### src/hdl/dbgs_cfg.svh
// Offsets, field positions, reset values and value limits for the gain selector
`ifndef DBGS_CFG_SVH
`define DBGS_CFG_SVH
`define DBGS_OFF_LOW_FRAC   12'h000
`define DBGS_OFF_UP_FRAC    12'h004
`define DBGS_OFF_GAIN1      12'h008
`define DBGS_OFF_GAIN2      12'h00C
`define DBGS_OFF_GAIN3      12'h010
`define DBGS_OFF_GAIN4      12'h014
`define DBGS_OFF_CTRL       12'h018
`define DBGS_OFF_STATUS     12'h01C
`define DBGS_UNSET          16'h270F
`define DBGS_FRAC_LOW_DEF   16'h0021
`define DBGS_FRAC_UP_DEF    16'h0042
`define DBGS_FRAC_MIN       16'h0001
`define DBGS_FRAC_MAX       16'h0063
`define DBGS_GAIN_MAX       16'h03E8
`define DBGS_PCT_DIV        32'h0000_0064
`define DBGS_CTRL_SEL2_BIT  0
`define DBGS_CTRL_VEC_BIT   1
`endif

### src/hdl/dbgs_pkg.sv
// Types shared by the gain selector files
package dbgs_pkg;
   typedef logic [15:0] dbgs_word_t;
   typedef enum logic [1:0] {
      DBGS_ZONE_LOW = 2'b00,
      DBGS_ZONE_MID = 2'b01,
      DBGS_ZONE_UP  = 2'b10
   } dbgs_zone_t;
   typedef enum logic [1:0] {
      DBGS_CTL_OTHER   = 2'b00,
      DBGS_CTL_VECTOR  = 2'b01,
      DBGS_CTL_RSLVEC  = 2'b10
   } dbgs_ctl_mode_t;
endpackage : dbgs_pkg

### src/hdl/dbgs_pick.sv
// Table entry pick for a zone, skipping unset entries
`timescale 1ns/1ps
`default_nettype none
`include "dbgs_cfg.svh"
module dbgs_pick (
   // Table
   input  wire logic [15:0]    g1_i,
   input  wire logic [15:0]    g2_i,
   input  wire logic [15:0]    g3_i,
   input  wire logic [15:0]    g4_i,
   // Selection
   input  wire logic [1:0]     zone_i,
   input  wire logic           equal_i,
   // Result
   output logic [15:0]         gain_o
);
   import dbgs_pkg::*;
   function automatic logic is_set(input logic [15:0] g);
      is_set = (g != `DBGS_UNSET);
   endfunction : is_set
   logic [15:0] mid_g;
   logic [15:0] low_g;
   logic [15:0] up_g;
   logic [15:0] big23;
   assign big23 = (g2_i > g3_i) ? g2_i : g3_i;
   // Nearest set entry, preferring the zone's own side
   assign low_g = is_set(g1_i) ? g1_i : is_set(g2_i) ? g2_i : is_set(g3_i) ? g3_i : g4_i;
   assign up_g  = is_set(g4_i) ? g4_i : is_set(g3_i) ? g3_i : is_set(g2_i) ? g2_i : g1_i;
   assign mid_g = (equal_i && is_set(g2_i) && is_set(g3_i)) ? big23 :
                  is_set(g2_i) ? g2_i : is_set(g3_i) ? g3_i :
                  is_set(g1_i) ? g1_i : g4_i;
   assign gain_o = (zone_i == DBGS_ZONE_LOW) ? low_g :
                   (zone_i == DBGS_ZONE_UP)  ? up_g  : mid_g;
endmodule : dbgs_pick
`default_nettype wire

### src/hdl/dbgs_thresh.sv
// Threshold arithmetic: min plus span times fraction over one hundred
`timescale 1ns/1ps
`default_nettype none
`include "dbgs_cfg.svh"
module dbgs_thresh (
   // Clock and reset
   input  wire logic           clk_i,
   input  wire logic           nrst_i,
   // Operands
   input  wire dbgs_pkg::dbgs_word_t dmin_i,
   input  wire dbgs_pkg::dbgs_word_t dmax_i,
   input  wire dbgs_pkg::dbgs_word_t frac_i,
   input  wire dbgs_pkg::dbgs_word_t frac_def_i,
   // Result
   output logic [15:0]         thr_o
);
   import dbgs_pkg::*;
   logic [15:0] span;
   logic [15:0] frac_eff;
   logic [31:0] prod;
   logic [31:0] quot;
   logic [15:0] thr_d;
   logic [15:0] thr_q;
   // Reversed limits give a zero span rather than a wrapped one
   assign span     = (dmax_i > dmin_i) ? (dmax_i - dmin_i) : 16'h0000;
   assign frac_eff = (frac_i == `DBGS_UNSET) ? frac_def_i : frac_i;
   assign prod     = span * frac_eff;
   assign quot     = prod / `DBGS_PCT_DIV;
   assign thr_d    = dmin_i + quot[15:0];
   always_ff @(posedge clk_i or negedge nrst_i) begin
      if (!nrst_i) begin
         thr_q <= 16'h0000;
      end else begin
         thr_q <= thr_d;
      end
   end
   assign thr_o = thr_q;
endmodule : dbgs_thresh
`default_nettype wire

### src/hdl/dbgs_top.sv
// Diameter based speed-loop proportional gain selector with APB registers
// Notes on behaviour
// - Lower threshold is min diameter plus span times lower fraction over 100; 1..99.
// - Upper threshold is min diameter plus span times upper fraction over 100.
// - Fraction value 9999 acts as 33 percent lower, 66 percent upper.
// - Table gains take 0..1000 percent; 9999 marks an entry unset.
// - Table used only with two or more set entries, else base gain.
// - Equal fractions: larger of table gains two and three applies there.
// - Table selection only under vector or real sensorless vector control, or with the control register's vector force bit set.
// - Diameter calculation off forces base gain whatever the disable input.
// - Calculation on: table when disable input off, base gain when on.
//
// The register offsets and the APB interface to the registers were chosen for this implementation.
`timescale 1ns/1ps
`default_nettype none
`include "dbgs_cfg.svh"
module dbgs_top (
   // Clock and reset
   input  wire logic              clk_i,
   input  wire logic              nrst_i,
   // APB slave
   input  wire logic              psel_i,
   input  wire logic              penable_i,
   input  wire logic              pwrite_i,
   input  wire logic [11:0]       paddr_i,
   input  wire logic [31:0]       pwdata_i,
   output logic [31:0]            prdata_o,
   output logic                   pready_o,
   output logic                   pslverr_o,
   // Diameter calculator side
   input  wire logic [15:0]       diameter_i,
   input  wire logic [15:0]       dmin_i,
   input  wire logic [15:0]       dmax_i,
   input  wire logic              diam_calc_en_i,
   // Base gains and control mode
   input  wire logic [15:0]       base_proportional_gain_i,
   input  wire logic [15:0]       second_base_proportional_gain_i,
   input  wire dbgs_pkg::dbgs_ctl_mode_t ctl_mode_i,
   // Pin from input terminal
   input  wire logic              gain_table_disable_input_i,
   // Speed loop side
   output logic [15:0]            speed_p_gain_o,
   output logic                   table_active_o
);
   import dbgs_pkg::*;

   function automatic logic frac_ok(input logic [31:0] v);
      frac_ok = (v[15:0] == `DBGS_UNSET) ||
                ((v[31:16] == 16'h0000) && (v[15:0] >= `DBGS_FRAC_MIN) && (v[15:0] <= `DBGS_FRAC_MAX));
   endfunction : frac_ok

   function automatic logic gain_ok(input logic [31:0] v);
      gain_ok = (v[31:16] == 16'h0000) &&
                ((v[15:0] == `DBGS_UNSET) || (v[15:0] <= `DBGS_GAIN_MAX));
   endfunction : gain_ok

   function automatic logic [1:0] set_cnt(input logic a, input logic b, input logic c, input logic d);
      set_cnt = 2'(a) + 2'(b) + 2'(c) + 2'(d);
   endfunction : set_cnt

   ////////////////////////////////////////////////////////////////////////////////
   // Registers
   logic [15:0] low_frac_q;
   logic [15:0] up_frac_q;
   logic [15:0] gain1_q;
   logic [15:0] gain2_q;
   logic [15:0] gain3_q;
   logic [15:0] gain4_q;
   logic        sel2_q;
   logic        vec_force_q;
   logic [31:0] prdata_q;
   logic        pready_q;
   logic        pslverr_q;

   wire  acc    = psel_i && penable_i && !pready_q;
   wire  wr     = acc && pwrite_i;
   wire  a_lf   = (paddr_i == `DBGS_OFF_LOW_FRAC);
   wire  a_uf   = (paddr_i == `DBGS_OFF_UP_FRAC);
   wire  a_g1   = (paddr_i == `DBGS_OFF_GAIN1);
   wire  a_g2   = (paddr_i == `DBGS_OFF_GAIN2);
   wire  a_g3   = (paddr_i == `DBGS_OFF_GAIN3);
   wire  a_g4   = (paddr_i == `DBGS_OFF_GAIN4);
   wire  a_ct   = (paddr_i == `DBGS_OFF_CTRL);
   wire  a_st   = (paddr_i == `DBGS_OFF_STATUS);
   wire  a_gain = a_g1 || a_g2 || a_g3 || a_g4;
   wire  a_frac = a_lf || a_uf;
   wire  mapped = a_frac || a_gain || a_ct || a_st;
   // Out of range writes are refused whole so a bad value never reaches the loop
   wire  bad_wr = pwrite_i && ((a_frac && !frac_ok(pwdata_i)) || (a_gain && !gain_ok(pwdata_i)) || a_st);
   wire  err    = !mapped || bad_wr;
   wire  wr_ok  = wr && !err;

   ////////////////////////////////////////////////////////////////////////////////
   // Selection datapath
   logic [15:0] thr_low;
   logic [15:0] thr_up;
   logic [15:0] tbl_gain;
   logic [1:0]  din_s1_q;
   logic [1:0]  din_s2_q;
   logic [15:0] gain_q;
   logic        tact_q;

   wire  s1 = (gain1_q != `DBGS_UNSET);
   wire  s2 = (gain2_q != `DBGS_UNSET);
   wire  s3 = (gain3_q != `DBGS_UNSET);
   wire  s4 = (gain4_q != `DBGS_UNSET);
   wire [1:0] n_set = set_cnt(s1, s2, s3, s4);
   wire  enough   = (n_set >= 2'd2) || (s1 && s2 && s3 && s4);
   wire  vec_mode = (ctl_mode_i == DBGS_CTL_VECTOR) || (ctl_mode_i == DBGS_CTL_RSLVEC) || vec_force_q;
   wire  dis_pin  = din_s2_q[0];
   wire  use_tbl  = diam_calc_en_i && !dis_pin && enough && vec_mode;
   wire  frac_eq  = (low_frac_q == up_frac_q);
   wire [1:0] zone = (diameter_i < thr_low) ? DBGS_ZONE_LOW :
                     (diameter_i > thr_up)  ? DBGS_ZONE_UP  : DBGS_ZONE_MID;
   wire [15:0] base_g = sel2_q ? second_base_proportional_gain_i : base_proportional_gain_i;
   wire [15:0] gain_d = use_tbl ? tbl_gain : base_g;

   dbgs_thresh u_thr_low (
      .clk_i      (clk_i),
      .nrst_i     (nrst_i),
      .dmin_i     (dmin_i),
      .dmax_i     (dmax_i),
      .frac_i     (low_frac_q),
      .frac_def_i (`DBGS_FRAC_LOW_DEF),
      .thr_o      (thr_low)
   );

   dbgs_thresh u_thr_up (
      .clk_i      (clk_i),
      .nrst_i     (nrst_i),
      .dmin_i     (dmin_i),
      .dmax_i     (dmax_i),
      .frac_i     (up_frac_q),
      .frac_def_i (`DBGS_FRAC_UP_DEF),
      .thr_o      (thr_up)
   );

   dbgs_pick u_pick (
      .g1_i    (gain1_q),
      .g2_i    (gain2_q),
      .g3_i    (gain3_q),
      .g4_i    (gain4_q),
      .zone_i  (zone),
      .equal_i (frac_eq),
      .gain_o  (tbl_gain)
   );

   ////////////////////////////////////////////////////////////////////////////////
   // Read mux
   wire [31:0] rd_d = a_lf ? {16'h0000, low_frac_q} :
                      a_uf ? {16'h0000, up_frac_q} :
                      a_g1 ? {16'h0000, gain1_q} :
                      a_g2 ? {16'h0000, gain2_q} :
                      a_g3 ? {16'h0000, gain3_q} :
                      a_g4 ? {16'h0000, gain4_q} :
                      a_ct ? {30'h0, vec_force_q, sel2_q} :
                      a_st ? {8'h00, zone, n_set, 1'b0, dis_pin, enough, tact_q, gain_q} :
                      32'h0000_0000;

   always_ff @(posedge clk_i or negedge nrst_i) begin
      if (!nrst_i) begin
         pready_q  <= 1'b0;
         pslverr_q <= 1'b0;
         prdata_q  <= 32'h0000_0000;
      end else begin
         pready_q  <= acc;
         pslverr_q <= acc && err;
         prdata_q  <= (acc && !pwrite_i && mapped) ? rd_d : 32'h0000_0000;
      end
   end

   always_ff @(posedge clk_i or negedge nrst_i) begin
      if (!nrst_i) begin
         low_frac_q  <= `DBGS_UNSET;
         up_frac_q   <= `DBGS_UNSET;
         gain1_q     <= `DBGS_UNSET;
         gain2_q     <= `DBGS_UNSET;
         gain3_q     <= `DBGS_UNSET;
         gain4_q     <= `DBGS_UNSET;
         sel2_q      <= 1'b0;
         vec_force_q <= 1'b0;
      end else if (wr_ok) begin
         if (a_lf) low_frac_q <= pwdata_i[15:0];
         if (a_uf) up_frac_q  <= pwdata_i[15:0];
         if (a_g1) gain1_q    <= pwdata_i[15:0];
         if (a_g2) gain2_q    <= pwdata_i[15:0];
         if (a_g3) gain3_q    <= pwdata_i[15:0];
         if (a_g4) gain4_q    <= pwdata_i[15:0];
         if (a_ct) begin
            sel2_q      <= pwdata_i[`DBGS_CTRL_SEL2_BIT];
            vec_force_q <= pwdata_i[`DBGS_CTRL_VEC_BIT];
         end
      end
   end

   ////////////////////////////////////////////////////////////////////////////////
   // Terminal synchroniser and output stage
   always_ff @(posedge clk_i or negedge nrst_i) begin
      if (!nrst_i) begin
         din_s1_q <= 2'b00;
         din_s2_q <= 2'b00;
         gain_q   <= 16'h0000;
         tact_q   <= 1'b0;
      end else begin
         din_s1_q <= {1'b0, gain_table_disable_input_i};
         din_s2_q <= din_s1_q;
         gain_q   <= gain_d;
         tact_q   <= use_tbl;
      end
   end

   assign speed_p_gain_o = gain_q;
   assign table_active_o = tact_q;
   assign prdata_o       = prdata_q;
   assign pready_o       = pready_q;
   assign pslverr_o      = pslverr_q;
endmodule : dbgs_top
`default_nettype wire

### config.mk
export PLATFORM = sky130hd
export DESIGN_NAME = dbgs_top
export DESIGN_NICKNAME = d
export VERILOG_FILES = /design/src/hdl/dbgs_pkg.sv /design/src/hdl/dbgs_pick.sv /design/src/hdl/dbgs_thresh.sv /design/src/hdl/dbgs_top.sv
export VERILOG_INCLUDE_DIRS = /design/src /design/src/hdl
export SDC_FILE = /design/constraint.sdc
export NUM_CORES = 2
export LEC_CHECK = 0
export ABC_AREA = 1
export BUFFER_PORTS_ARGS = -buffer_cell sky130_fd_sc_hd__buf_2
export CORE_MARGIN = 1
export CORE_UTILIZATION = 40
export DETAILED_ROUTE_END_ITERATION = 6
export GPL_TIMING_DRIVEN = 0
export PLACE_DENSITY = 0.62
export SYNTH_ARGS = -nofsm -noshare
export SYNTH_HDL_FRONTEND = slang
export SYNTH_SLANG_ARGS = --single-unit
### constraint.sdc
create_clock -name clk_i -period 27.7 [get_ports clk_i]
set_input_delay 5.54 -clock clk_i [delete_from_list [all_inputs] [get_ports clk_i]]
set_output_delay 5.54 -clock clk_i [all_outputs]
set_load 0.02 [all_outputs]
==> Word-level counts from Yosys, hierarchy flattened <==
Cells that the tools add are included.
{ "op_classes": {"n_eq_ne": 18, "div": 2, "n_lt_le_gt_ge": 8, "add_sub_neg": 6, "mux": 29, "n_reduce_logical": 53, "multipliers": 2} }
{ "ops": {"columns": ["op", "n"], "rows": [
  ["$mux W16", 18],
  ["$mux W24", 9],
  ["$div A32 B7 Y32 const B", 2],
  ["$mul A16 B16 Y32", 2],
  ["$ne A16 B14 Y1 const B", 4],
  ["$eq A12 B5 Y1 const B", 4],
  ["$eq A16 B14 Y1 const B", 3],
  ["$gt A16 B16 Y1", 3],
  ["$add A16 B16 Y16", 2],
  ["$eq A12 B4 Y1 const B", 2],
  ["$logic_and A1 B1 Y1", 21],
  ["$eq A16 B16 Y1", 1],
  ["$ge A16 B1 Y1 const B", 1],
  ["$le A16 B10 Y1 const B", 1],
  ["$le A16 B7 Y1 const B", 1],
  ["$logic_not A16 Y1", 1],
  ["$lt A16 B16 Y1", 1],
  ["$sub A16 B16 Y16", 1],
  ["$logic_or A1 B1 Y1", 15],
  ["$reduce_and A2 Y1", 7],
  ["$eq A12 B3 Y1 const B", 1],
  ["$logic_not A12 Y1", 1],
  ["$logic_not A1 Y1", 7],
  ["$add A2 B1 Y2", 2],
  ["6 further kinds", 8]
]} }
{ "totals": {"out_inout_bits": 51, "reg_bits": 175, "word_cells": 135} }

==> Longest topological paths before layout <==
{ "depth": {"word_depth": 15, "mapped_depth": 207, "ltp_nobuf": 206} }

==> Hierarchy <==
From an unflattened synthesis, not the netlist that was laid out.
{ "unflattened": {"hier_cells": 6241, "area_unflattened_um2": 42306.8} }
{ "modules_own_cells": {"columns": ["module", "instances", "cells_each", "area_each_um2", "seq_area_each_um2"], "rows": [
  ["dbgs_thresh at u_thr_low", 1, 2292, 15836.4, 400.4],
  ["dbgs_thresh at u_thr_up", 1, 2277, 15482.3, 400.4],
  ["dbgs_top", 1, 1107, 8340.5, 3613.5],
  ["dbgs_pick", 1, 565, 2647.5, 0.0]
]} }

==> Worst setup path before layout <==
OpenSTA, ideal clock, no wires.
{ "synth_timing": {"path_kind": "input port to flip-flop", "start": "input dmin_i[2]", "end": "register u_thr_low.thr_q[15], in the netlist u_thr_low.thr_o[15]", "stages": 182, "required_ps": 27575, "setup_slack_ps": 1912, "arrival_time_ps": 25663, "cell_sequence": "inv_1 -> ha_1 -> a21oi_1 -> o31ai_1 -> a21oi_1 -> nor2_1 -> nor2_1 -> nor2_1 -> nor2_1 -> nor2_1 -> nor2_1 -> nor2_1 -> o21a_1 -> nor2_1 -> inv_1 -> a21oi_1 -> inv_1 -> a21oi_1 -> (+146 left out) -> nand3_1 -> nand2_1 -> a21oi_1 -> o21bai_1 -> a21o_1 -> a21oi_1 -> o21ai_0 -> a21oi_1 -> o21bai_1 -> nand2_1 -> inv_1 -> nor2_1 -> inv_1 -> a21oi_1 -> o21ai_0 -> a21oi_1 -> xor2_1 -> xnor2_1"} }
{ "synth_via": {"elab_chain_len": 5, "elab_cells_between_ends": 6, "cone_classes": "add/sub: 2; mul: 1; div: 1; order compare: 1; mux: 1"} }
{ "synth_rtl": {"columns": ["element", "line", "source"], "rows": [
  ["start, declared", "dbgs_top.sv:32", "input wire logic [15:0] dmin_i,"],
  ["$sub A16 B16 Y16 / $gt A16 B16 Y1 (equally long branches)", "dbgs_thresh.sv:25", "assign span = (dmax_i > dmin_i) ? (dmax_i - dmin_i) : 16'h0000;"],
  ["$mux W16", "dbgs_thresh.sv:25", null],
  ["$mul A16 B16 Y32", "dbgs_thresh.sv:27", "assign prod = span * frac_eff;"],
  ["$div A32 B7 Y32 (no line)", null, null],
  ["$add A16 B16 Y16 *", "dbgs_thresh.sv:29", "assign thr_d = dmin_i + quot[15:0];"],
  ["via u_thr_low.thr_d[15]", "dbgs_thresh.sv:22", "logic [15:0] thr_d;"],
  ["end signal, assigned", "dbgs_thresh.sv:34", "thr_q <= thr_d;"],
  ["end, declared", "dbgs_thresh.sv:23", "logic [15:0] thr_q;"]
]} }
The timed path passes the listed nets; every way through them passes the cells marked *.
A chain may end at the register's enable or synchronous reset.

==> Worst setup path after layout <==
{ "layout_timing": {"start": "input dmin_i[1]", "end": "register u_thr_up.thr_q[15], in the netlist u_thr_up.thr_o[15]"} }
{ "layout_via": {"elab_chain_len": 5, "elab_cells_between_ends": 6, "cone_classes": "add/sub: 2; mul: 1; div: 1; order compare: 1; mux: 1"} }
{ "layout_rtl": {"columns": ["element", "line"], "rows": [
  ["$sub A16 B16 Y16 / $gt A16 B16 Y1 (equally long branches)", "dbgs_thresh.sv:25"],
  ["$mux W16", "dbgs_thresh.sv:25"],
  ["$mul A16 B16 Y32", "dbgs_thresh.sv:27"],
  ["$div A32 B7 Y32 (no line)", null],
  ["$add A16 B16 Y16 *", "dbgs_thresh.sv:29"],
  ["via u_thr_up.thr_d[15]", "dbgs_thresh.sv:22"],
  ["end signal, assigned", "dbgs_thresh.sv:34"],
  ["end, declared", "dbgs_thresh.sv:23"]
]} }
Marked as above.

==> metrics.txt <==
CP arrival=about 28000 ps; Cell Area, Synth=~0.04 mm^2; Final Max Slew Viols=0; status=complete, no violations; Top delay family on crit path=simple AND/OR/NAND/NOR gates; final hold vios=0; DR pass1 iterations=6; hpwl dp=between 100000 and 150000 um; Initial Utilization=between 40% and 50%; most frequent cell on the critical path=nand2_4; Register Area=approximately 0.0044 mm^2; syn avg cell area=7.05 um^2; clk sinks=about 170; crit share post-route=99.1%; DR iter-0 viols=2945; clk_lat worst skew=between 500 and 600 ps; Vias=between 30000 and 40000; Hold Crit Depth=0; placed cells=roughly 7000; layout cells sized above 1=about a quarter; dpl ws=-2570 ps; die extent in x=approximately 310 um; HP Start=din_s1_q[0]; Fillers=9539; max incr delay on CP=approximately 560 ps; Setup CP Type=in2reg; first-pass GRT wire length=~200000 um; Critical Path End Type=register; Fin Hold WS=about 360 ps; Syn Inst Count=5534; nets=approximately 6800; DR WL/cell=roughly 18 um; die area=0.0988 mm^2; GRT Util Overall=between 20% and 30%; Max-cap violations=0; Slew Limit Headroom=18.9%; reg-to-reg endpoint=u_thr_up.thr_o[15]; final core occ=48.6%; Hold Path End=din_s2_q[0]; Max Clk Rate=about 0.036 GHz; Crit-path slowest cell=fa_1; Vias/cell=5.27; Tmin final=27460 ps; crit-path max FO=7; largest net degree at the start of global routing=99; Area growth, synth to finish=20.6%; CP startpoint kind=primary input; worst slew pin tran=~1200 ps; data required time at the worst endpoint=~28000 ps; IO buf count=around 170; grt ovf=0; IO Pins=approximately 180; r2r worst-path depth=166; number of synthesized flops with an enable pin=0; H-Tree Depth=4; total CTS buffers=17; root buffer cell=clkbuf_16; CTS Buffer Depth=2; worst r2r src=up_frac_q[7]; FFs w/ async S/R, synth=100%; Remaining DRCs=0; Final Skew=about 19 ps; Min-Delay Path Class=reg2reg; final wirelength=between 100000 and 150000 um; Yosys reg bits=roughly 170; Synth cell types=73; register area share after synthesis=between 10 and 15%; FP Rows=114; CTS tree=yes; footprint of the multi-input gates=about 0.033 mm^2; synth warn=0; CP bufs+invs=20; Core Area=0.0967 mm^2; vias in the first global route=36245; r2r setup slk=5350 ps; Antenna Nets Post-Route=0; initial antenna violation count=0; clock-pin slew on the worst setup and hold paths=about 90 ps; Post-synth top flop=dfrtp_1; Die Ht=314 um; # setup viols final=0; setup slack after layout=approximately 240 ps; RSZ-0062 raised after global routing=yes; Final Wtd Congestion=approximately 1.0; Final Non-Filler Cells=7245; Ant. Diodes=0; CTS Hold Bufs=0
==> logic make-up after synthesis <==
logic type               synth area share, %
other                                0.00961
flip-flops                              11.3
AND/OR/NAND/NOR                         33.8
AO/OA/AOI/OAI                           10.4
adder cells (fa/ha/maj)                 29.8
buffers and inverters                   11.9
XOR/XNOR                                2.75
==> final cells by class <==
cell class	instances	share of cell area, %
Inverter	1088	8.86
Multi-Input combinational cell	4154	70.1
Buffer	126	1.31
Clock buffer	17	0.905
Sequential cell	174	9.39
Timing Repair Buffer	395	5.62
Clock inverter	15	0.428
Tap cell	1276	3.40
==> cells in the mapped netlist, types with 115 or more instances <==
cell type,count,area share [%]
a21oi_1,208,2.7
clkbuf_1,115,1.1
dfrtp_1,126,8.1
fa_1,392,20
ha_1,303,9.7
inv_1,994,9.6
nand2_1,1193,11
nand2_2,229,3.7
nand2_4,122,3.5
nand3_1,272,3.5
nor2_1,494,4.8
o21ai_0,243,3.1
==> worst max-delay path by stage <==
| stage | start | end | slack (ps) | cells after the start |
|---|---|---|---|---|
| 2_1_floorplan | dmin_i[2] | u_thr_low.thr_o[15] | 1910 | 182 |
| 3_3_place_gp | dmin_i[1] | u_thr_low.thr_o[15] | -2500 | 166 |
| 3_5_place_dp | dmin_i[1] | u_thr_low.thr_o[15] | -2570 | 181 |
| 4_1_cts | dmin_i[0] | u_thr_low.thr_o[15] | 30 | 173 |
| 5_1_grt | dmin_i[1] | u_thr_up.thr_o[15] | -1210 | 184 |
| 6_report | dmin_i[1] | u_thr_up.thr_o[15] | 240 | 181 |
==> routing by layer <==
layer | share of wire, % | vias up | global-route usage [%]
met5 | 0 | - | 0
met4 | 4.5 | 0 | 10.5
met3 | 7.1 | 319 | 3.90
met2 | 47 | 1377 | 43.0
met1 | 41 | 18264 | 34.6
li1 | - | 18227 | -
==> flip-flops by register name, summed over array words and instances, names as in the netlist <==
signal           flops
low_frac_q          16
din_s2_q             1
table_active_o       1
speed_p_gain_o      16
sel2_q               1
gain1_q             16
up_frac_q           16
gain3_q             16
pslverr_o            1
u_thr_up.thr_o      16
u_thr_low.thr_o     16
gain4_q             16
prdata_o            23
pready_o             1
din_s1_q             1
gain2_q             16
vec_force_q          1
==> through the flow <==
step	cell area, um^2	setup TNS, ps
3_3_place_gp	41500	-34310
6_report	47000	0
2_1_floorplan	39000	0
3_5_place_dp	41500	-37150
4_1_cts	43100	0
5_1_grt	47000	-9040
==> worst register-to-register path, delay by kind of cell (launching register included) <==
family	cells	cell delay [ps]
and+or+nand+nor	127	13690
xor gates and xnor gates	4	590
AOI/OAI and AO/OA	11	1700
buffers and inverters	16	2410
adders and majority gates	8	3530
DFF	1	330
==> placed cells by master, fill, tap and decap left out, drive strengths merged, types with 15 or more instances in the layout <==
cell	n
a21boi	17
a21oi	218
a31oi	22
buf	413
clkbuf	125
clkinv	36
dfrtp	126
dfstp	48
fa	392
ha	303
inv	1061
nand2	1545
nand3	329
nand4	136
nor2	565
nor3	28
nor4	22
o2111ai	21
o211ai	23
o21ai	308
o21bai	15
xnor2	34
xor2	86
==> what timing repair did <==
item                                    in CTS  in global routing
resized for setup                          141                623
cloned                                       0                  1
endpoints found under the setup margin      26                 31
buffers inserted                            38                181
pin swaps                                   60                351
Power is left out: the tool's default activity adds up to more than one toggle a clock period on the data nets, which glitch-free logic cannot reach.
